==> src/logic/adc_ctrl_defines.vh <==
// register offsets, field positions, reset values and timing counts of the converter control
`ifndef ADC_CTRL_DEFINES_VH
`define ADC_CTRL_DEFINES_VH
`define OFS_CTRL0        3'h0
`define OFS_CTRL1        3'h1
`define OFS_CTRL2        3'h2
`define OFS_RES_HIGH     3'h3
`define OFS_RES_LOW      3'h4
`define OFS_IRQ          3'h5
`define RST_CTRL         8'h00
`define RST_IRQ          8'h00
`define BIT_CAL          7
`define BIT_GO           1
`define BIT_ON           0
`define BIT_TRIG         7
`define BIT_NREF         5
`define BIT_PREF         4
`define BIT_JUSTIFY      7
`define BIT_DONE_FLAG    0
`define BIT_IRQ_EN       1
`define CONV_TAD         5'h0B
`define POST_WAIT_TAD    5'h02
`define RC_START_CYCLES  8'h04
`define RC_DIV_DEFAULT   80
`endif

==> src/logic/sar_adc_control_logic.v <==
// sequencing and register logic for a 12-channel 12-bit successive-approximation converter
//
// Contract
// convert the selected input into a 12-bit result; twelve selectable channels
// calibrate_next set calibrates on the next conversion, clear converts normally
// channel_select 0000..1011 picks channels 0..11, codes 11xx unused
// with converter_on, convert_go_flag reads 1 while converting, 0 when idle
// converter_on enables the module when 1, disables when 0
// special_trigger_source picks charge_time_unit when 1, capture_compare_two when 0
// neg_ref_source picks external negative reference on input 2, else analog ground
// pos_ref_source picks external positive reference on input 3, else analog supply
// pin_analog_config 0000-0011 all analog; each higher code makes one more digital
// result_justify places result right-justified when 1, left-justified when 0
// acquisition_time_sel sets acquisition 0,2,4,6,8,12,16,20 bit periods
// conv_clock_sel picks osc /2,/8,/32,/4,/16,/64 or internal RC clock
// internal RC clock starts one instruction cycle after conversion request
// conversion in sleep works only with internal RC clock; software selects it
// on completion load result, clear convert_go_flag, set conversion_done_flag
// reset restores registers, switches module off, aborts any conversion
// power-on reset leaves result pair unmodified
// nonzero acquisition time samples after go, then converts by itself
// software configures everything and waits acquisition when none programmed
// software polls go flag or takes interrupt, reads result, clears done flag
// at least two bit periods wait after a conversion before next acquisition
// bit 6 of each control register reads zero
// a full conversion takes eleven bit periods
// clearing go flag aborts, keeps old result; acquisition restarts after wait
// conversion_done_flag sticks until cleared; raises interrupt when enabled
//
// Our own choices: the plain strobed port and the placing of the registers.
`include "adc_ctrl_defines.vh"
module sar_adc_control_logic #(
   parameter RC_DIV = `RC_DIV_DEFAULT
) (
   input  wire        CLK,
   input  wire        RST_N,
   input  wire [2:0]  ADDR,
   input  wire [7:0]  WDATA,
   input  wire        WR,
   input  wire        RD,
   output reg  [7:0]  RDATA,
   input  wire        TRIG_CHARGE_TIME_UNIT,
   input  wire        TRIG_CAPTURE_COMPARE_TWO,
   input  wire        COMPARATOR,
   output reg  [3:0]  CHANNEL,
   output wire        SAMPLE,
   output reg  [11:0] DAC_CODE,
   output wire        CALIBRATE,
   output wire        NEG_REF_EXT,
   output wire        POS_REF_EXT,
   output wire [11:0] ANALOG_PINS,
   output wire        CONV_CLK_RC,
   output wire        IRQ
);
   localparam S_IDLE = 5'b00001;
   localparam S_START = 5'b00010;
   localparam S_ACQ = 5'b00100;
   localparam S_CONV = 5'b01000;
   localparam S_WAIT = 5'b10000;

   reg  [7:0]  ctrl0;
   reg  [7:0]  ctrl1;
   reg  [7:0]  ctrl2;
   reg  [11:0] result;
   reg         done_flag;
   reg         irq_en;
   reg  [4:0]  state;
   reg  [6:0]  div_cnt;
   reg  [4:0]  tad_cnt;
   reg  [7:0]  start_cnt;
   reg  [3:0]  bit_idx;
   reg         cal_pending;
   reg  [11:0] next_result;
   wire        tad_tick;
   wire        go_write;
   wire        go_clear;
   wire        finish;
   wire        rc_sel;
   wire [6:0]  div_len;
   wire [4:0]  acq_len;

   // oscillator cycles per bit period for each clock code
   function [6:0] tad_cycles;
      input [2:0] code;
      begin
         case (code)
            3'b000: tad_cycles = 7'h02;
            3'b001: tad_cycles = 7'h08;
            3'b010: tad_cycles = 7'h20;
            3'b100: tad_cycles = 7'h04;
            3'b101: tad_cycles = 7'h10;
            3'b110: tad_cycles = 7'h40;
            default: tad_cycles = RC_DIV[6:0];
         endcase
      end
   endfunction

   function [4:0] acq_tad;
      input [2:0] code;
      begin
         case (code)
            3'b111: acq_tad = 5'h14;
            3'b110: acq_tad = 5'h10;
            3'b101: acq_tad = 5'h0C;
            3'b100: acq_tad = 5'h08;
            3'b011: acq_tad = 5'h06;
            3'b010: acq_tad = 5'h04;
            3'b001: acq_tad = 5'h02;
            default: acq_tad = 5'h00;
         endcase
      end
   endfunction

   assign rc_sel = (ctrl2[1:0] == 2'b11);
   assign div_len = tad_cycles(ctrl2[2:0]);
   assign acq_len = acq_tad(ctrl2[5:3]);
   assign tad_tick = (div_cnt == div_len - 7'h01);
   assign go_write = WR && (ADDR == `OFS_CTRL0) && WDATA[`BIT_GO];
   assign go_clear = WR && (ADDR == `OFS_CTRL0) && !WDATA[`BIT_GO];
   assign finish = (state == S_CONV) && tad_tick && (tad_cnt == `CONV_TAD - 5'h01);

   assign SAMPLE = ctrl0[`BIT_ON] && (state != S_CONV) && (state != S_WAIT);
   assign CALIBRATE = cal_pending && (state == S_CONV);
   assign NEG_REF_EXT = ctrl1[`BIT_NREF];
   assign POS_REF_EXT = ctrl1[`BIT_PREF];
   assign CONV_CLK_RC = rc_sel;
   assign IRQ = done_flag && irq_en;

   // one pin per generate step; code 4 turns input 11 digital, code 15 all
   genvar g;
   generate
      for (g = 0; g < 12; g = g + 1) begin : pin_cfg
         assign ANALOG_PINS[g] = (ctrl1[3:0] < (15 - g));
      end
   endgenerate

   // special trigger starts a conversion like a software go
   wire trig_sel = ctrl1[`BIT_TRIG] ? TRIG_CHARGE_TIME_UNIT : TRIG_CAPTURE_COMPARE_TWO;
   wire start_req = ctrl0[`BIT_ON] && (state == S_IDLE) && (go_write || trig_sel);

   // comparator decides the trial bit; result built msb first
   always @* begin
      next_result = DAC_CODE;
      next_result[bit_idx] = COMPARATOR;
      // the last trial on bit 1 also settles bit 0
      if (bit_idx == 4'h1)
         next_result[0] = COMPARATOR;
   end

   always @(posedge CLK) begin
      if (!RST_N) begin
         ctrl0 <= `RST_CTRL;
         ctrl1 <= `RST_CTRL;
         ctrl2 <= `RST_CTRL;
         done_flag <= 1'b0;
         irq_en <= 1'b0;
         state <= S_IDLE;
         div_cnt <= 7'h00;
         tad_cnt <= 5'h00;
         start_cnt <= 8'h00;
         bit_idx <= 4'hB;
         cal_pending <= 1'b0;
         DAC_CODE <= 12'h000;
         CHANNEL <= 4'h0;
      end else begin
         if (WR && ADDR == `OFS_CTRL0) begin
            ctrl0[7] <= WDATA[7];
            ctrl0[5:2] <= WDATA[5:2];
            ctrl0[`BIT_ON] <= WDATA[`BIT_ON];
         end
         if (WR && ADDR == `OFS_CTRL1)
            ctrl1 <= {WDATA[7], 1'b0, WDATA[5:0]};
         if (WR && ADDR == `OFS_CTRL2)
            ctrl2 <= {WDATA[7], 1'b0, WDATA[5:0]};
         if (WR && ADDR == `OFS_IRQ)
            irq_en <= WDATA[`BIT_IRQ_EN];
         // hardware set wins over a software clear in the same cycle
         if (finish)
            done_flag <= 1'b1;
         else if (WR && ADDR == `OFS_IRQ && !WDATA[`BIT_DONE_FLAG])
            done_flag <= 1'b0;
         if (ctrl0[5:4] != 2'b11)
            CHANNEL <= ctrl0[5:2];
         div_cnt <= (state == S_IDLE || tad_tick) ? 7'h00 : div_cnt + 7'h01;
         case (state)
            S_IDLE: begin
               if (start_req) begin
                  cal_pending <= ctrl0[`BIT_CAL];
                  start_cnt <= 8'h00;
                  ctrl0[`BIT_GO] <= 1'b1;
                  state <= rc_sel ? S_START : S_ACQ;
               end
               tad_cnt <= 5'h00;
            end
            S_START: begin
               // the RC clock holds off one instruction cycle so sleep can enter first
               start_cnt <= start_cnt + 8'h01;
               div_cnt <= 7'h00;
               if (start_cnt == `RC_START_CYCLES - 8'h01)
                  state <= S_ACQ;
            end
            S_ACQ: begin
               if (acq_len == 5'h00 || (tad_tick && tad_cnt == acq_len - 5'h01)) begin
                  state <= S_CONV;
                  tad_cnt <= 5'h00;
                  bit_idx <= 4'hB;
                  DAC_CODE <= 12'h800;
               end else if (tad_tick)
                  tad_cnt <= tad_cnt + 5'h01;
            end
            S_CONV: begin
               if (tad_tick) begin
                  tad_cnt <= tad_cnt + 5'h01;
                  if (finish) begin
                     ctrl0[`BIT_GO] <= 1'b0;
                     cal_pending <= 1'b0;
                     state <= S_WAIT;
                     tad_cnt <= 5'h00;
                  end else begin
                     // one decision per bit period; the last period resolves two bits
                     DAC_CODE <= next_result | ((bit_idx > 4'h1) ? (12'h001 << (bit_idx - 4'h1)) : 12'h000);
                     if (bit_idx > 4'h1)
                        bit_idx <= bit_idx - 4'h1;
                  end
               end
            end
            S_WAIT: begin
               if (tad_tick) begin
                  tad_cnt <= tad_cnt + 5'h01;
                  if (tad_cnt == `POST_WAIT_TAD - 5'h01)
                     state <= S_IDLE;
               end
            end
            default: state <= S_IDLE;
         endcase
         // software clear of go aborts without touching the result
         if ((go_clear || (WR && ADDR == `OFS_CTRL0 && !WDATA[`BIT_ON]))
             && (state == S_START || state == S_ACQ || state == S_CONV)) begin
            ctrl0[`BIT_GO] <= 1'b0;
            cal_pending <= 1'b0;
            state <= S_WAIT;
            tad_cnt <= 5'h00;
         end
      end
   end

   // result has no reset so power-on leaves it as found
   always @(posedge CLK) begin
      if (finish)
         result <= next_result;
      else if (WR && ADDR == `OFS_RES_HIGH)
         result[11:4] <= WDATA;
   end

   always @(posedge CLK) begin
      if (!RST_N)
         RDATA <= 8'h00;
      else if (RD) begin
         case (ADDR)
            `OFS_CTRL0: RDATA <= {ctrl0[7], 1'b0, ctrl0[5:0]};
            `OFS_CTRL1: RDATA <= ctrl1;
            `OFS_CTRL2: RDATA <= ctrl2;
            `OFS_RES_HIGH: RDATA <= ctrl2[`BIT_JUSTIFY] ? {4'h0, result[11:8]} : result[11:4];
            `OFS_RES_LOW: RDATA <= ctrl2[`BIT_JUSTIFY] ? result[7:0] : {result[3:0], 4'h0};
            `OFS_IRQ: RDATA <= {6'h00, irq_en, done_flag};
            default: RDATA <= 8'h00;
         endcase
      end else
         RDATA <= 8'h00;
   end
endmodule

==> config.mk <==
export PLATFORM = sky130hd
export DESIGN_NAME = sar_adc_control_logic
export DESIGN_NICKNAME = d
export VERILOG_FILES = /design/src/logic/sar_adc_control_logic.v
export VERILOG_INCLUDE_DIRS = /design/src /design/src/logic
export SDC_FILE = /design/constraint.sdc
export NUM_CORES = 1
export LEC_CHECK = 0
export BUFFER_PORTS_ARGS = -buffer_cell sky130_fd_sc_hd__buf_2
export CAP_MARGIN = 40
export CORE_AREA = 2 2 77 134
export CTS_BUF_LIST = sky130_fd_sc_hd__clkbuf_8
export CTS_CLUSTER_DIAMETER = 100
export DETAILED_ROUTE_END_ITERATION = 7
export DIE_AREA = 0 0 79 136
export HOLD_SLACK_MARGIN = 0.12
export PLACE_DENSITY = 0.77
export SLEW_MARGIN = 20
export SYNTH_ARGS = -nofsm -noshare
export SYNTH_HDL_FRONTEND = slang
export SYNTH_SLANG_ARGS = --single-unit
==> constraint.sdc <==
create_clock -name CLK -period 2.8 [get_ports CLK]
set_clock_uncertainty 0.05 [all_clocks]
set_input_delay 0.56 -clock CLK [delete_from_list [all_inputs] [get_ports CLK]]
set_output_delay 0.56 -clock CLK [all_outputs]
set_load 0.05 [all_outputs]
Word level (Yosys, flattened, before mapping)
Cells that the tools add are included.
{"block": "totals", "register_bits": 89, "latch_bits": 0, "mem_bits_rw": 0, "mem_bits_ro": 0, "in_bits": 18, "elab_cells": 184, "mem_count": 0}
{"block": "classes", "n_addsub": 6, "multipliers": 0, "div_mod_pow": 0, "n_lt_le_gt_ge": 15, "eq_ne": 48, "shifts": 1, "n_mux": 47, "bitwise": 2, "n_reduce_logical": 47}
{"op": "5-bit 2-to-1 mux", "n": 12}
{"op": "12-bit 2-to-1 mux", "n": 4}
{"op": "8-bit one-hot mux with 6 select lines", "n": 1}
{"op": "7-bit one-hot mux with 6 select lines", "n": 1}
{"op": "8-bit 2-to-1 mux", "n": 5}
{"op": "5-bit one-hot mux with 7 select lines", "n": 1}
{"op": "4-bit less-than comparator (second input constant)", "n": 8}
{"op": "3-bit equality test (second input constant)", "n": 9}
{"op": "5-bit one-hot mux with 5 select lines", "n": 1}
{"op": "12-bit one-hot mux with 2 select lines", "n": 1}
{"op": "1-bit logical AND", "n": 20}
{"op": "2-bit != test (second input constant)", "n": 10}
{"op": "5-bit one-hot mux with 4 select lines", "n": 1}
{"op": "4-bit by 3-bit less-than comparator with 1-bit output (second input constant)", "n": 4}
{"op": "4-bit 2-to-1 mux", "n": 4}
{"op": "8-bit one-hot mux with 2 select lines", "n": 1}
{"op": "3-bit by 2-bit equality test with 1-bit output (second input constant)", "n": 5}
{"op": "3-bit by 2-bit != test with 1-bit output (second input constant)", "n": 5}
{"op": "7-bit AND reduction", "n": 2}
{"op": "12-bit bitwise mux", "n": 1}
{"op": "12-bit OR", "n": 1}
{"op": "1-bit by 4-bit left shift with 12-bit output (first input constant)", "n": 1}
{"op": "5-bit by 1-bit equality test with 1-bit output (second input constant)", "n": 2}
{"op": "5-bit by 4-bit equality test with 1-bit output (second input constant)", "n": 2}
{"op": "38 further kinds", "n": 64}

Longest topological paths before layout
Gate-level depths: netlist of the first run.
{"block": "logic_depth", "ltp_word": 10, "depth_mapped": 11, "ltp_nobuf": 9}

Worst setup path before layout of the first run
OpenSTA, ideal clock, no wires.
{"block": "synth_timing", "kind": "reg-to-reg", "from": "reg ctrl2[0]", "to": "reg result[0] (enable)", "setup_time_ns": 0.361, "t_arrival_ns": 2.494, "t_required_ns": 2.389, "setup_slack_ns": -0.105, "path_stages_with_launch": 10, "synth_period_minus_slack_ns": 2.905, "path_cell_list": "dfxtp_1 > clkbuf_1 > or3_1 > ha_1 > nor2b_1 > mux2i_1 > xor2_1 > nand3_1 > clkbuf_1 > nor3_1"}
{"block": "synth_between", "elab_chain_len": 6}
{"item": "start, declared", "line": "sar_adc_control_logic.v:63", "text": "reg [7:0] ctrl2;"}
{"item": "start signal, assigned", "line": "sar_adc_control_logic.v:154", "text": "ctrl2 <= `RST_CTRL;"}
{"item": "start signal, assigned", "line": "sar_adc_control_logic.v:174", "text": "ctrl2 <= {WDATA[7], 1'b0, WDATA[5:0]};"}
{"item": "3-bit equality test (tied with other cells)", "line": "sar_adc_control_logic.v:86", "text": "case (code)"}
{"item": "7-bit one-hot mux with 6 select lines *", "line": "sar_adc_control_logic.v:86"}
{"item": "7-bit by 1-bit subtractor with 7-bit output *", "line": "sar_adc_control_logic.v:117", "text": "assign tad_tick = (div_cnt == div_len - 7'h01);"}
{"item": "7-bit equality test *", "line": "sar_adc_control_logic.v:117"}
{"item": "1-bit logical AND * (2 in series)", "line": "sar_adc_control_logic.v:120", "text": "assign finish = (state == S_CONV) && tad_tick && (tad_cnt == `CONV_TAD - 5'h01);"}
{"item": "via finish", "line": "sar_adc_control_logic.v:77", "text": "wire finish;"}
{"item": "end signal, assigned", "line": "sar_adc_control_logic.v:250", "text": "result <= next_result;"}
{"item": "end, declared", "line": "sar_adc_control_logic.v:64", "text": "reg [11:0] result;"}
Mark *: on every way through the listed nets, which the timed path passes. The rest lies on a longest branch.
A chain may end at the register's enable or synchronous reset.

Worst setup path in the final report of the first run
{"block": "layout_timing", "from": "reg state[2]", "to": "out SAMPLE"}
{"block": "layout_between", "elab_chain_len": 3}
{"item": "start, declared", "line": "sar_adc_control_logic.v:67", "text": "reg [4:0] state;"}
{"item": "start signal, assigned", "line": "sar_adc_control_logic.v:191", "text": "state <= rc_sel ? S_START : S_ACQ;"}
{"item": "5-bit by 4-bit != test with 1-bit output", "line": "sar_adc_control_logic.v:122", "text": "assign SAMPLE = ctrl0[`BIT_ON] && (state != S_CONV) && (state != S_WAIT);"}
{"item": "1-bit logical AND", "line": "sar_adc_control_logic.v:122"}
{"item": "1-bit logical AND *", "line": "sar_adc_control_logic.v:122"}
{"item": "end, declared", "line": "sar_adc_control_logic.v:46", "text": "output wire SAMPLE,"}
Every way passes the cells marked *; elsewhere a longest branch is shown, timed or not.

==> results of run 1 <==
[worst max path at each step]
stage,slack [ps],startpoint,depth (start not counted),end
5_1_grt,-10,ctrl2[0]$_SDFFE_PN0P_,10,DAC_CODE[5]$_SDFFE_PN0P_
3_5_place_dp,30,ctrl2[0]$_SDFFE_PN0P_,10,DAC_CODE[5]$_SDFFE_PN0P_
4_1_cts,30,ctrl2[0]$_SDFFE_PN0P_,10,DAC_CODE[5]$_SDFFE_PN0P_
2_1_floorplan,30,ctrl2[0]$_SDFFE_PN0P_,9,result[0]$_DFFE_PP_
6_report,110,state[2]$_SDFFE_PP0P_,6,SAMPLE
3_3_place_gp,120,ctrl2[0]$_SDFFE_PN0P_,10,DAC_CODE[6]$_SDFFE_PN0P_
[tightest hold or removal path, cell delays in order, from the launching register on]
cell	delay, ps
sky130_fd_sc_hd__dfxtp_1	310
sky130_fd_sc_hd__inv_1	40
sky130_fd_sc_hd__a21oi_1	50
[final cells by class]
type	instances	area (sq um)	area share
Tap cell	125	156	0.0264
Inverter	14	52.6	0.00888
Multi-Input combinational cell	463	3090	0.522
Clock buffer	10	138	0.0232
Clock inverter	6	81.3	0.0137
Timing Repair Buffer	86	498	0.0841
Sequential cell	89	1900	0.321
[metal layers]
layer,global-route usage,share of wire,vias up
met2,0.490,0.52,162
met4,0.177,0.061,0
met1,0.277,0.37,2330
met3,0.0398,0.043,62
li1,-,-,2308
met5,0,0,-
[timing repair]
item,CTS,global route
setup buffers,0,1
setup endpoints to repair,0,27
gates resized for setup,0,3
[state kept, by name, summed over array words and instances (netlist names)]
name and flops:
cal_pending 1, start_cnt 8, ctrl2 7, bit_idx 4, CHANNEL 4, done_flag 1
DAC_CODE 12, ctrl0 7, ctrl1 7, irq_en 1, state 5, div_cnt 7
RDATA 8, result 12, tad_cnt 5
[cells in the mapped netlist, types with 4 or more instances]
cell type	n
sky130_fd_sc_hd__buf_6	5
sky130_fd_sc_hd__a22oi_1	4
sky130_fd_sc_hd__and2_1	7
sky130_fd_sc_hd__nor2_1	81
sky130_fd_sc_hd__dfxtp_1	77
sky130_fd_sc_hd__and3_1	13
sky130_fd_sc_hd__nand3_1	25
sky130_fd_sc_hd__o31ai_1	5
sky130_fd_sc_hd__xor2_1	8
sky130_fd_sc_hd__mux2i_1	33
sky130_fd_sc_hd__ha_1	15
sky130_fd_sc_hd__nor3b_1	4
sky130_fd_sc_hd__o22ai_1	4
sky130_fd_sc_hd__nor3_1	6
sky130_fd_sc_hd__clkbuf_1	28
sky130_fd_sc_hd__a21oi_1	29
sky130_fd_sc_hd__o21ai_0	25
sky130_fd_sc_hd__a211oi_1	4
sky130_fd_sc_hd__edfxtp_1	12
sky130_fd_sc_hd__o211ai_1	6
sky130_fd_sc_hd__inv_1	13
sky130_fd_sc_hd__nand2b_1	6
sky130_fd_sc_hd__xnor2_1	10
sky130_fd_sc_hd__o2bb2ai_1	5
sky130_fd_sc_hd__nand2_1	55
sky130_fd_sc_hd__a32o_1	7
sky130_fd_sc_hd__o21bai_1	7
sky130_fd_sc_hd__nor2b_1	9
sky130_fd_sc_hd__mux2_2	21
sky130_fd_sc_hd__a31oi_1	15
sky130_fd_sc_hd__nand3b_1	6
[cells by family after synthesis]
| family | synth area share |
|---|---|
| XOR/XNOR | 0.0303 |
| AO/OA/AOI/OAI | 0.186 |
| flip-flops | 0.365 |
| multiplexers | 0.118 |
| adder cells (fa/ha/maj) | 0.0361 |
| AND/OR/NAND/NOR | 0.219 |
| buffers and inverters | 0.0462 |
[metrics by stage]
stage / hold slack (ps) / power [mW] / worst slack [ps] / util
after floorplan: 383 / 1.63 / 28.7 / -
after global placement: 381 / 1.74 / 122 / 0.583
after detailed placement: 387 / 1.75 / 34.9 / 0.583
after CTS: 400 / 2.73 / 32.0 / 0.606
after global routing: 425 / 2.83 / -12.3 / 0.609
final: 392 / 2.74 / 114 / 0.609
[power groups by stage]
| stage | clock network (mW) | logic [mW] | registers (mW) |
|---|---|---|---|
| finish | 1.01 | 0.381 | 1.35 |
| global route | 1.05 | 0.413 | 1.36 |
| CTS | 1.01 | 0.371 | 1.35 |
| detailed placement | 0 | 0.369 | 1.38 |
| global placement | 0 | 0.360 | 1.38 |
| floorplan | 0 | 0.264 | 1.37 |
==> impl_summary.txt, run 1 <==
----------------------------------------------------
[Layout]
  Most common library cell in the layout ignoring fill and taps ... sky130_fd_sc_hd__nor2_1
  Final Cell Area ... 5920 sq um
  Diodes inserted ... 0
  Fillcell total ... 888
  Most used cells in the layout excluding fill and tap cells ... sky130_fd_sc_hd__nor2_1, sky130_fd_sc_hd__dfxtp_1, sky130_fd_sc_hd__buf_2, sky130_fd_sc_hd__nand2_1, sky130_fd_sc_hd__mux2i_1
  Area growth from synthesis to final layout ... 13.8%
  Non-filler cells in the finished layout ... 793
  Layout cells sized above 1 ... 0.201
  Number of nets in the layout ... 696

[Setup path]
  Flop-to-flop setup slack ... 130 ps
  Setup CP Type ... flop to output port
  CP Data Required Time ... 2190 ps
  Largest stage delay on the critical path ... 570 ps
  Library cell contributing the largest single delay on the critical path ... sky130_fd_sc_hd__dfxtp_1
  Type of destination of the critical path ... output port
  Cell mode on critical path ... sky130_fd_sc_hd__and2_1
  Highest net fanout along the worst path ... 12
  Top delay family on crit path ... simple AND/OR/NAND/NOR gates
  Type of origin of the critical path ... flop
  RR Startpoint ... ctrl2[0]$_SDFFE_PN0P_
  Cells along the critical path ... nor4_1 -> buf_4 -> and2_1 -> nor2_1 -> and2_1 -> buf_2
  Reg-to-reg critical path endpoint ... tad_cnt[4]$_SDFFE_PP0P_
  Cells on worst reg2reg path ... 9
  Crit path buf inv count ... 2
  Arrival time worst endpoint ... 2080 ps

[Clocking]
  Clock sinks ... 89
  Cell chosen for the clock root ... sky130_fd_sc_hd__clkbuf_8
  Deepest level of the CTS H-tree ... 3
  CTS clk-pin slew, worst paths ... 90 ps
  Clock tree buffer depth ... 2
  Number of buffers added by the clock tree synthesis step ... 9
  Clock Latency Late Sink ... 380 ps
  Cts-stage hold buffer count ... 0
  CTS tree ... done

[Die]
  Die extent in y ... 136 microns
  Horizontal die dimension ... 79 microns
  Number of core rows ... 48
  CORE AREA ... 9730 sq um
  IO Count ... 60
  Initial Utilization ... 0.535
  Total Die Area ... 10700 sq um

[Global routing]
  GR Util All Layers ... 0.268
  Initial antenna violation count ... 0
  Wire length of the first global-routing pass ... 22700 microns
  Largest net degree at the start of global routing ... 31
  Vias in the first global route ... 4789
  Grt total ovfl ... 0

[STA]
  Remaining max-slew budget at the tightest pin ... 0.618
  Final Max Slew Viols ... 0
  Min Clock Period, post-route ... 2690 ps
  Total count of hold-check failures in the final report ... 0
  Actual slew at the worst max-slew pin ... 567 ps
  Unrepaired setup endpoints after global routing ... yes
  Final Setup Violations ... 0
  Ratio of final minimum period to clock period ... 0.959
  Upper clock frequency limit ... 372 MHz
  Sum of negative setup slack ... 0 ps

[Logic synthesis]
  Seq/Total Area, Yosys ... 0.365
  Share of synthesized flip-flops with an asynchronous set or reset ... 0
  Number of enable-type register cells in the synthesized netlist ... 12
  Number of distinct library cell variants in the gate-level netlist after synthesis ... 68
  Portion of synthesized cell area occupied by the leading cell type ... 0.296
  Synth Flop Type ... sky130_fd_sc_hd__dfxtp_1
  Post-Synthesis Mean Instance Area ... 8.62 sq um
  Synth area leader ... sky130_fd_sc_hd__dfxtp_1
  Net count after synthesis ... 637
  Synthesis warning total ... 0
  Flop and latch count out of synthesis ... 89
  Area of the mapped netlist ... 5200 sq um
  Number of cells produced by synthesis ... 604
  Ranking of synthesized cells by area ... sky130_fd_sc_hd__dfxtp_1, sky130_fd_sc_hd__edfxtp_1, sky130_fd_sc_hd__mux2i_1

[Place]
  Detailed Place HPWL ... 10800 microns
  Global placement routability congestion ... 0.956
  Quantity of I/O buffers inserted on ports ... 59
  Cells after DPL ... 776
  Post-detailed-placement cell area ... 5680 sq um

[Routing]
  Wire length after detailed routing ... 14200 microns
  Pre-antenna DRT Iters ... 5
  Vias ... 4862
  Count of unresolved DRC violations after routing ... 0
  Mean routed wirelength per cell ... 17.9 microns
  Violation count after the first detailed-routing iteration ... 400
  Via-per-instance ratio ... 6.13
  Post-detailed-route count of antenna-violating nets ... 0

[Worst hold path]
  Instance count along the most critical hold path ... 2
  Worst Hold Endpoint ... CHANNEL[3]$_SDFFE_PN0P_
  Startpoint of the worst hold path ... CHANNEL[3]$_SDFFE_PN0P_
  Type of the most critical hold path ... flop to flop

[Power]
  Peak supply drop ... 0.264 mV
  Psw ... 766 uW
  Combinational share of power ... 0.139
  Pint ... 1.98 mW
  Pwr dens ... 463 nW/um^2
  Seq pwr share ... 0.494
  Leakage power figure ... 2.34 nW
  Net switching share of the total power ... 0.279
  Proportion of power drawn by the clock network ... 0.367

[Flow run]
  Total of max-cap violations ... 0

[Status]
  Status ... finished, final reports clean

----------------------------------------------------
(Power assumes the default switching activity.)
==> run 2: changes to the inputs <==
--- a/config.mk
+++ b/config.mk
@@ -14,7 +14,7 @@
 export DETAILED_ROUTE_END_ITERATION = 7
 export DIE_AREA = 0 0 79 136
 export HOLD_SLACK_MARGIN = 0.12
-export PLACE_DENSITY = 0.77
+export PLACE_DENSITY = 0.73
 export SLEW_MARGIN = 20
 export SYNTH_ARGS = -nofsm -noshare
 export SYNTH_HDL_FRONTEND = slang
==> run 2 against run 1 <==
Core utilization shrank 0.15 points. Via count fell by 1.6%. Cell count rose by 0.13%. Clock power fell by 6%. Register-to-register slack lost 20 ps. Design area down 0.25%. Critical path depth increased by 3. Die area unchanged. Largest cell class unchanged. Largest power group unchanged.
==> impl_summary.txt, run 2 (synthesis results as in run 1) <==
----------------------------------------------------
[Setup path]
  RR Startpoint ... ctrl2[0]$_SDFFE_PN0P_ (unchanged)
  Highest net fanout along the worst path ... 12 (unchanged)
  Cells on worst reg2reg path ... 9 (unchanged)
  Arrival time worst endpoint ... 2700 ps (was 2080 ps)
  Reg-to-reg critical path endpoint ... result[8]$_DFFE_PP_ (was tad_cnt[4]$_SDFFE_PP0P_)
  Setup CP Type ... flop to flop (was flop to output port)
  Type of destination of the critical path ... flop (was output port)
  Flop-to-flop setup slack ... 110 ps (was 130 ps)
  Type of origin of the critical path ... flop (unchanged)
  CP Data Required Time ... 2800 ps (was 2190 ps)

[Routing]
  Violation count after the first detailed-routing iteration ... 325 (was 400)
  Vias ... 4783 (was 4862)
  Count of unresolved DRC violations after routing ... 0 (unchanged)
  Post-detailed-route count of antenna-violating nets ... 0 (unchanged)
  Pre-antenna DRT Iters ... 5 (unchanged)
  Mean routed wirelength per cell ... 18.6 microns (was 17.9 microns)
  Wire length after detailed routing ... 14800 microns (was 14200 microns)
  Via-per-instance ratio ... 6.02 (was 6.13)

[Global routing]
  GR Util All Layers ... 0.282 (was 0.268)
  Grt total ovfl ... 0 (unchanged)
  Met3 Usage GRT ... 0.0458 (was 0.0398)
  Largest net degree at the start of global routing ... 34 (was 31)
  Vias in the first global route ... 4645 (was 4789)
  Initial antenna violation count ... 0 (unchanged)
  Wire length of the first global-routing pass ... 23300 microns (was 22700 microns)
  Most crowded layer after global routing ... met2 (unchanged)
  Global Route met1 Usage ... 0.303 (was 0.277)
  Met2 usage in global routing ... 0.518 (was 0.490)

[Layout]
  Diodes inserted ... 0 (unchanged)
  Registers with the highest flip-flop counts ... DAC_CODE: 12 flops, result: 12 flops (unchanged)
  Layout cells sized above 1 ... 0.203 (was 0.201)
  Number of nets in the layout ... 697 (was 696)
  Most common library cell in the layout ignoring fill and taps ... sky130_fd_sc_hd__nor2_1 (unchanged)
  Area growth from synthesis to final layout ... 13.5% (was 13.8%)
  Most used cells in the layout excluding fill and tap cells ... sky130_fd_sc_hd__nor2_1, sky130_fd_sc_hd__dfxtp_1, sky130_fd_sc_hd__buf_2, sky130_fd_sc_hd__nand2_1, sky130_fd_sc_hd__mux2i_1 (unchanged)

[Clocking]
  CTS tree ... done (unchanged)
  CTS clk-pin slew, worst paths ... 100 ps (was 90 ps)
  Deepest level of the CTS H-tree ... 3 (unchanged)
  Clock Latency Late Sink ... 380 ps (about the same)
  Cts-stage hold buffer count ... 0 (unchanged)
  Clock tree buffer depth ... 2 (unchanged)
  Number of buffers added by the clock tree synthesis step ... 9 (unchanged)
  Cell chosen for the clock root ... sky130_fd_sc_hd__clkbuf_8 (unchanged)
  Clock sinks ... 89 (unchanged)

[STA]
  Ratio of final minimum period to clock period ... 0.962 (was 0.959)
  Actual slew at the worst max-slew pin ... 595 ps (was 567 ps)
  Remaining max-slew budget at the tightest pin ... 0.603 (was 0.618)
  Final Setup Violations ... 0 (unchanged)
  Upper clock frequency limit ... 371 MHz (was 372 MHz)
  Final Max Slew Viols ... 0 (unchanged)
  Final hold slack ... 409 ps (was 392 ps)
  Min Clock Period, post-route ... 2690 ps (about the same)
  Sum of negative setup slack ... 0 ps (unchanged)
  Total count of hold-check failures in the final report ... 0 (unchanged)
  Unrepaired setup endpoints after global routing ... no (was yes)
  Final setup margin ... 106 ps (was 114 ps)

[Die]
  Total Die Area ... 10700 sq um (unchanged)
  Horizontal die dimension ... 79 microns (unchanged)
  Die extent in y ... 136 microns (unchanged)
  Initial Utilization ... 0.535 (unchanged)
  CORE AREA ... 9730 sq um (unchanged)
  IO Count ... 60 (unchanged)
  Number of core rows ... 48 (unchanged)

[Power]
  Pwr dens ... 457 nW/um^2 (was 463 nW/um^2)
  Leakage power figure ... 2.33 nW (was 2.34 nW)
  Peak supply drop ... 0.299 mV (was 0.264 mV)

[Place]
  Global placement routability congestion ... 0.957 (was 0.956)
  Detailed Place HPWL ... 11100 microns (was 10800 microns)
  Pre-CTS WS ... 152 ps (was 34.9 ps)
  Quantity of I/O buffers inserted on ports ... 59 (unchanged)

[Worst hold path]
  Startpoint of the worst hold path ... CHANNEL[3]$_SDFFE_PN0P_ (unchanged)
  Type of the most critical hold path ... flop to flop (unchanged)
  Worst Hold Endpoint ... CHANNEL[3]$_SDFFE_PN0P_ (unchanged)
  Instance count along the most critical hold path ... 2 (unchanged)

[Status]
  Status ... finished, final reports clean (unchanged)

[Flow run]
  Total of max-cap violations ... 0 (unchanged)

----------------------------------------------------
-- run 2: worst max-delay path: stages (launching register included) --
cell and delay (ps):
sky130_fd_sc_hd__dfxtp_1 330, sky130_fd_sc_hd__or3_1 380, sky130_fd_sc_hd__ha_1 240, sky130_fd_sc_hd__nor2b_1 140
sky130_fd_sc_hd__mux2i_1 210, sky130_fd_sc_hd__xor2_1 220, sky130_fd_sc_hd__buf_4 150, sky130_fd_sc_hd__nand4_1 120
sky130_fd_sc_hd__buf_4 230, sky130_fd_sc_hd__nand2_1 290
-- run 2: worst max-delay path by stage --
stage                           from                      end  slack (ps)  cells past startpoint
6_report       ctrl2[0]$_SDFFE_PN0P_      result[8]$_DFFE_PP_         110                      9
5_1_grt        ctrl2[0]$_SDFFE_PN0P_      result[8]$_DFFE_PP_          30                      9
4_1_cts        state[2]$_SDFFE_PP0P_                   SAMPLE         100                      6
3_5_place_dp   ctrl2[0]$_SDFFE_PN0P_      result[8]$_DFFE_PP_         150                      9
3_3_place_gp   ctrl2[0]$_SDFFE_PN0P_  tad_cnt[4]$_SDFFE_PP0P_         220                      9
2_1_floorplan  ctrl2[0]$_SDFFE_PN0P_      result[0]$_DFFE_PP_          30                      9
-- run 2: area by class of cell --
cell class	count	area, sq um
fillers	856	3820
multi-input cells	463	3090
flip-flops and latches	89	1900
repair buffers	87	505
well taps	125	156
clock buffers	9	124
clock inverters	7	77.6
inverters	14	52.6
-- run 2: report_power, final --
group          switching, mW  total, mW  internal, mW
combinational          0.253      0.392         0.139
sequential            0.0414       1.36          1.32
clock                  0.527      0.950         0.423
-- run 2: routing by layer --
layer,vias to the layer above,routed length [microns]
met5,-,0
met4,0,595
met3,46,631
met2,149,7990
met1,2275,5570
li1,2313,-
-- run 2: metrics by stage --
step                      total power, mW  cells  utilization  cell area [sq um]
after floorplan                      1.63    604            -               5210
after global placement               1.76    778        0.585               5690
after detailed placement             1.77    778        0.585               5690
after CTS                            2.70    794        0.606               5890
after global routing                 2.80    794        0.607               5910
final                                2.70    794        0.607               5910
-- run 2: timing repair --
action | in CTS | in global routing
resized for setup | 0 | 3
endpoints found under the hold margin | 0 | 0
endpoints found under the setup margin | 0 | 4
setup buffers | 0 | 0
==> run 3: changes to the inputs <==
--- a/config.mk
+++ b/config.mk
@@ -6,13 +6,13 @@
 export SDC_FILE = /design/constraint.sdc
 export NUM_CORES = 1
 export LEC_CHECK = 0
-export BUFFER_PORTS_ARGS = -buffer_cell sky130_fd_sc_hd__buf_2
 export CAP_MARGIN = 40
-export CORE_AREA = 2 2 77 134
+export CORE_AREA = 2 2 74 129
 export CTS_BUF_LIST = sky130_fd_sc_hd__clkbuf_8
 export CTS_CLUSTER_DIAMETER = 100
 export DETAILED_ROUTE_END_ITERATION = 7
-export DIE_AREA = 0 0 79 136
+export DIE_AREA = 0 0 76 131
+export DONT_BUFFER_PORTS = 1
 export HOLD_SLACK_MARGIN = 0.12
 export PLACE_DENSITY = 0.73
 export SLEW_MARGIN = 20
==> run 3 against run 2 <==
Design area down 4.9%. Worst setup slack better by 9.1 ps. Non-clock buffer count down 57.
==> impl_summary.txt, run 3 (synthesis results as in run 1) <==
----------------------------------------------------
[Clocking]
  Clock tree buffer depth ... 2 (unchanged)
  Post-CTS setup buffer count ... 0 (unchanged)
  Number of buffers added by the clock tree synthesis step ... 9 (unchanged)
  Cell chosen for the clock root ... sky130_fd_sc_hd__clkbuf_8 (unchanged)
  Deepest level of the CTS H-tree ... 3 (unchanged)
  Number of gates resized after CTS ... 0 (unchanged)
  Cts-stage hold buffer count ... 0 (unchanged)
  CTS clk-pin slew, worst paths ... 90 ps (was 100 ps)
  Clock Latency Late Sink ... 370 ps (was 380 ps)
  CTS tree ... done (unchanged)
  Clock sinks ... 89 (unchanged)

[Status]
  Status ... finished, final reports clean (unchanged)

[Global routing]
  GR Util All Layers ... 0.283 (was 0.282)
  Wire length of the first global-routing pass ... 22100 microns (was 23300 microns)
  Vias in the first global route ... 4441 (was 4645)
  Grt total ovfl ... 0 (unchanged)
  Initial antenna violation count ... 0 (unchanged)
  Largest net degree at the start of global routing ... 32 (was 34)

[Routing]
  Via-per-instance ratio ... 6.41 (was 6.02)
  Pre-antenna DRT Iters ... 5 (unchanged)
  Post-detailed-route count of antenna-violating nets ... 0 (unchanged)
  Vias ... 4678 (was 4783)
  Mean routed wirelength per cell ... 19.1 microns (was 18.6 microns)
  Wire length after detailed routing ... 14000 microns (was 14800 microns)
  Count of unresolved DRC violations after routing ... 0 (unchanged)
  Violation count after the first detailed-routing iteration ... 397 (was 325)

[Setup path]
  Top delay family on crit path ... simple AND/OR/NAND/NOR gates (unchanged)
  Cells along the critical path ... or3_1 -> ha_2 -> xor2_1 -> o2111ai_1 -> or4_1 -> mux2i_1 -> o211ai_1 (was or3_1 -> ha_1 -> nor2b_1 -> mux2i_1 -> xor2_1 -> buf_4 -> nand4_1 -> buf_4 -> nand2_1)
  Highest net fanout along the worst path ... 4 (was 12)
  Type of destination of the critical path ... flop (unchanged)
  Setup CP Type ... flop to flop (unchanged)
  Crit path buf inv count ... 0 (was 2)
  Arrival time worst endpoint ... 2880 ps (was 2700 ps)
  Library cell contributing the largest single delay on the critical path ... sky130_fd_sc_hd__or4_1 (was sky130_fd_sc_hd__or3_1)
  Largest stage delay on the critical path ... 670 ps (was 380 ps)
  Type of origin of the critical path ... flop (unchanged)
  CP Data Required Time ... 2990 ps (was 2800 ps)

[STA]
  Final Max Slew Viols ... 0 (unchanged)
  Ratio of final minimum period to clock period ... 0.959 (was 0.962)
  Final Setup Violations ... 0 (unchanged)
  Min Clock Period, post-route ... 2690 ps (about the same)
  Upper clock frequency limit ... 372 MHz (was 371 MHz)
  Remaining max-slew budget at the tightest pin ... 0.461 (was 0.603)
  Total count of hold-check failures in the final report ... 0 (unchanged)
  Actual slew at the worst max-slew pin ... 803 ps (was 595 ps)
  Sum of negative setup slack ... 0 ps (unchanged)

[Layout]
  Most used cells in the layout excluding fill and tap cells ... sky130_fd_sc_hd__nor2_1, sky130_fd_sc_hd__dfxtp_1, sky130_fd_sc_hd__nand2_1, sky130_fd_sc_hd__mux2i_1, sky130_fd_sc_hd__a21oi_1 (was sky130_fd_sc_hd__nor2_1, sky130_fd_sc_hd__dfxtp_1, sky130_fd_sc_hd__buf_2, sky130_fd_sc_hd__nand2_1, sky130_fd_sc_hd__mux2i_1)
  Area growth from synthesis to final layout ... 7.93% (was 13.5%)
  Layout cells sized above 1 ... 0.131 (was 0.203)
  Number of nets in the layout ... 640 (was 697)
  Diodes inserted ... 0 (unchanged)
  Non-filler cells in the finished layout ... 730 (was 794)
  Registers with the highest flip-flop counts ... DAC_CODE: 12 flops, result: 12 flops (unchanged)
  Most common library cell in the layout ignoring fill and taps ... sky130_fd_sc_hd__nor2_1 (unchanged)
  Fillcell total ... 772 (was 856)

[Die]
  IO Count ... 60 (unchanged)
  Die extent in y ... 131 microns (was 136 microns)
  Total Die Area ... 9960 sq um (was 10700 sq um)
  CORE AREA ... 8920 sq um (was 9730 sq um)
  Initial Utilization ... 0.583 (was 0.535)
  Horizontal die dimension ... 76 microns (was 79 microns)
  Number of core rows ... 46 (was 48)

[Power]
  Peak supply drop ... 0.360 mV (was 0.299 mV)
  Leakage power figure ... 2.05 nW (was 2.33 nW)
  Pwr dens ... 455 nW/um^2 (was 457 nW/um^2)

[Worst hold path]
  Type of the most critical hold path ... input pin to flop (was flop to flop)

[Place]
  Detailed Place HPWL ... 10600 microns (was 11100 microns)
  Global placement routability congestion ... 0.960 (was 0.957)
  Cells after DPL ... 716 (was 778)
  Quantity of I/O buffers inserted on ports ... 0 (was 59)

[Flow run]
  Total of max-cap violations ... 0 (unchanged)

----------------------------------------------------
## run 3: worst reg2reg max path: cells and delay by family (launching register included)
kind | cells | cell delay, ps
simple gates | 2 | 1060
compound gates | 2 | 420
fa+ha+maj | 1 | 330
flops | 1 | 320
xor+xnor | 1 | 190
mux | 1 | 190
## run 3: path summary, 6_finish.rpt
path / slack, ps / cells after the start / endpoint / from
max: 110 / 7 / tad_cnt[4]$_SDFFE_PP0P_ / ctrl2[0]$_SDFFE_PN0P_
min: 220 / 1 / RDATA[6]$_SDFF_PN0_ / ADDR[1]
max reg2reg: 110 / 7 / tad_cnt[4]$_SDFFE_PP0P_ / ctrl2[0]$_SDFFE_PN0P_
min reg2reg: 430 / 1 / div_cnt[0]$_SDFF_PP0_ / div_cnt[0]$_SDFF_PP0_
## run 3: per-layer routing
| metal | global-route usage | wire (microns) | up-vias | share of wire |
|---|---|---|---|---|
| met3 | 0.0495 | 751 | 60 | 0.054 |
| met4 | 0.196 | 848 | 0 | 0.061 |
| met5 | 0 | 0 | - | 0 |
| li1 | - | - | 2198 | - |
| met2 | 0.518 | 7290 | 197 | 0.52 |
| met1 | 0.295 | 5090 | 2223 | 0.36 |
## run 3: area by class of cell
class / count / area, sq um / area share
Multi-Input combinational cell: 463 / 3100 / 0.551
Clock buffer: 10 / 138 / 0.0245
Sequential cell: 89 / 1900 / 0.339
Clock inverter: 4 / 47.5 / 0.00846
Tap cell: 120 / 150 / 0.0267
Inverter: 14 / 52.6 / 0.00935
Timing Repair Buffer: 30 / 233 / 0.0414
## run 3: power breakdown
part	total, mW	switching [mW]	leakage (nW)	internal (mW)
combinational	0.318	0.202	1.22	0.116
clock	0.872	0.447	0.0994	0.424
sequential	1.37	0.0518	0.731	1.31
total	2.56	0.701	2.05	1.86
## run 3: stage by stage
stage	area, sq um	util	total power, mW	worst slack, ps	hold WS (ps)
after CTS	5590	0.627	2.55	60.1	225
after detailed placement	5410	0.606	1.70	109	416
after global placement	5410	0.606	1.70	207	413
final	5620	0.630	2.56	115	225
after global routing	5620	0.630	2.65	-9.98	220
after floorplan	5210	-	1.63	28.7	383
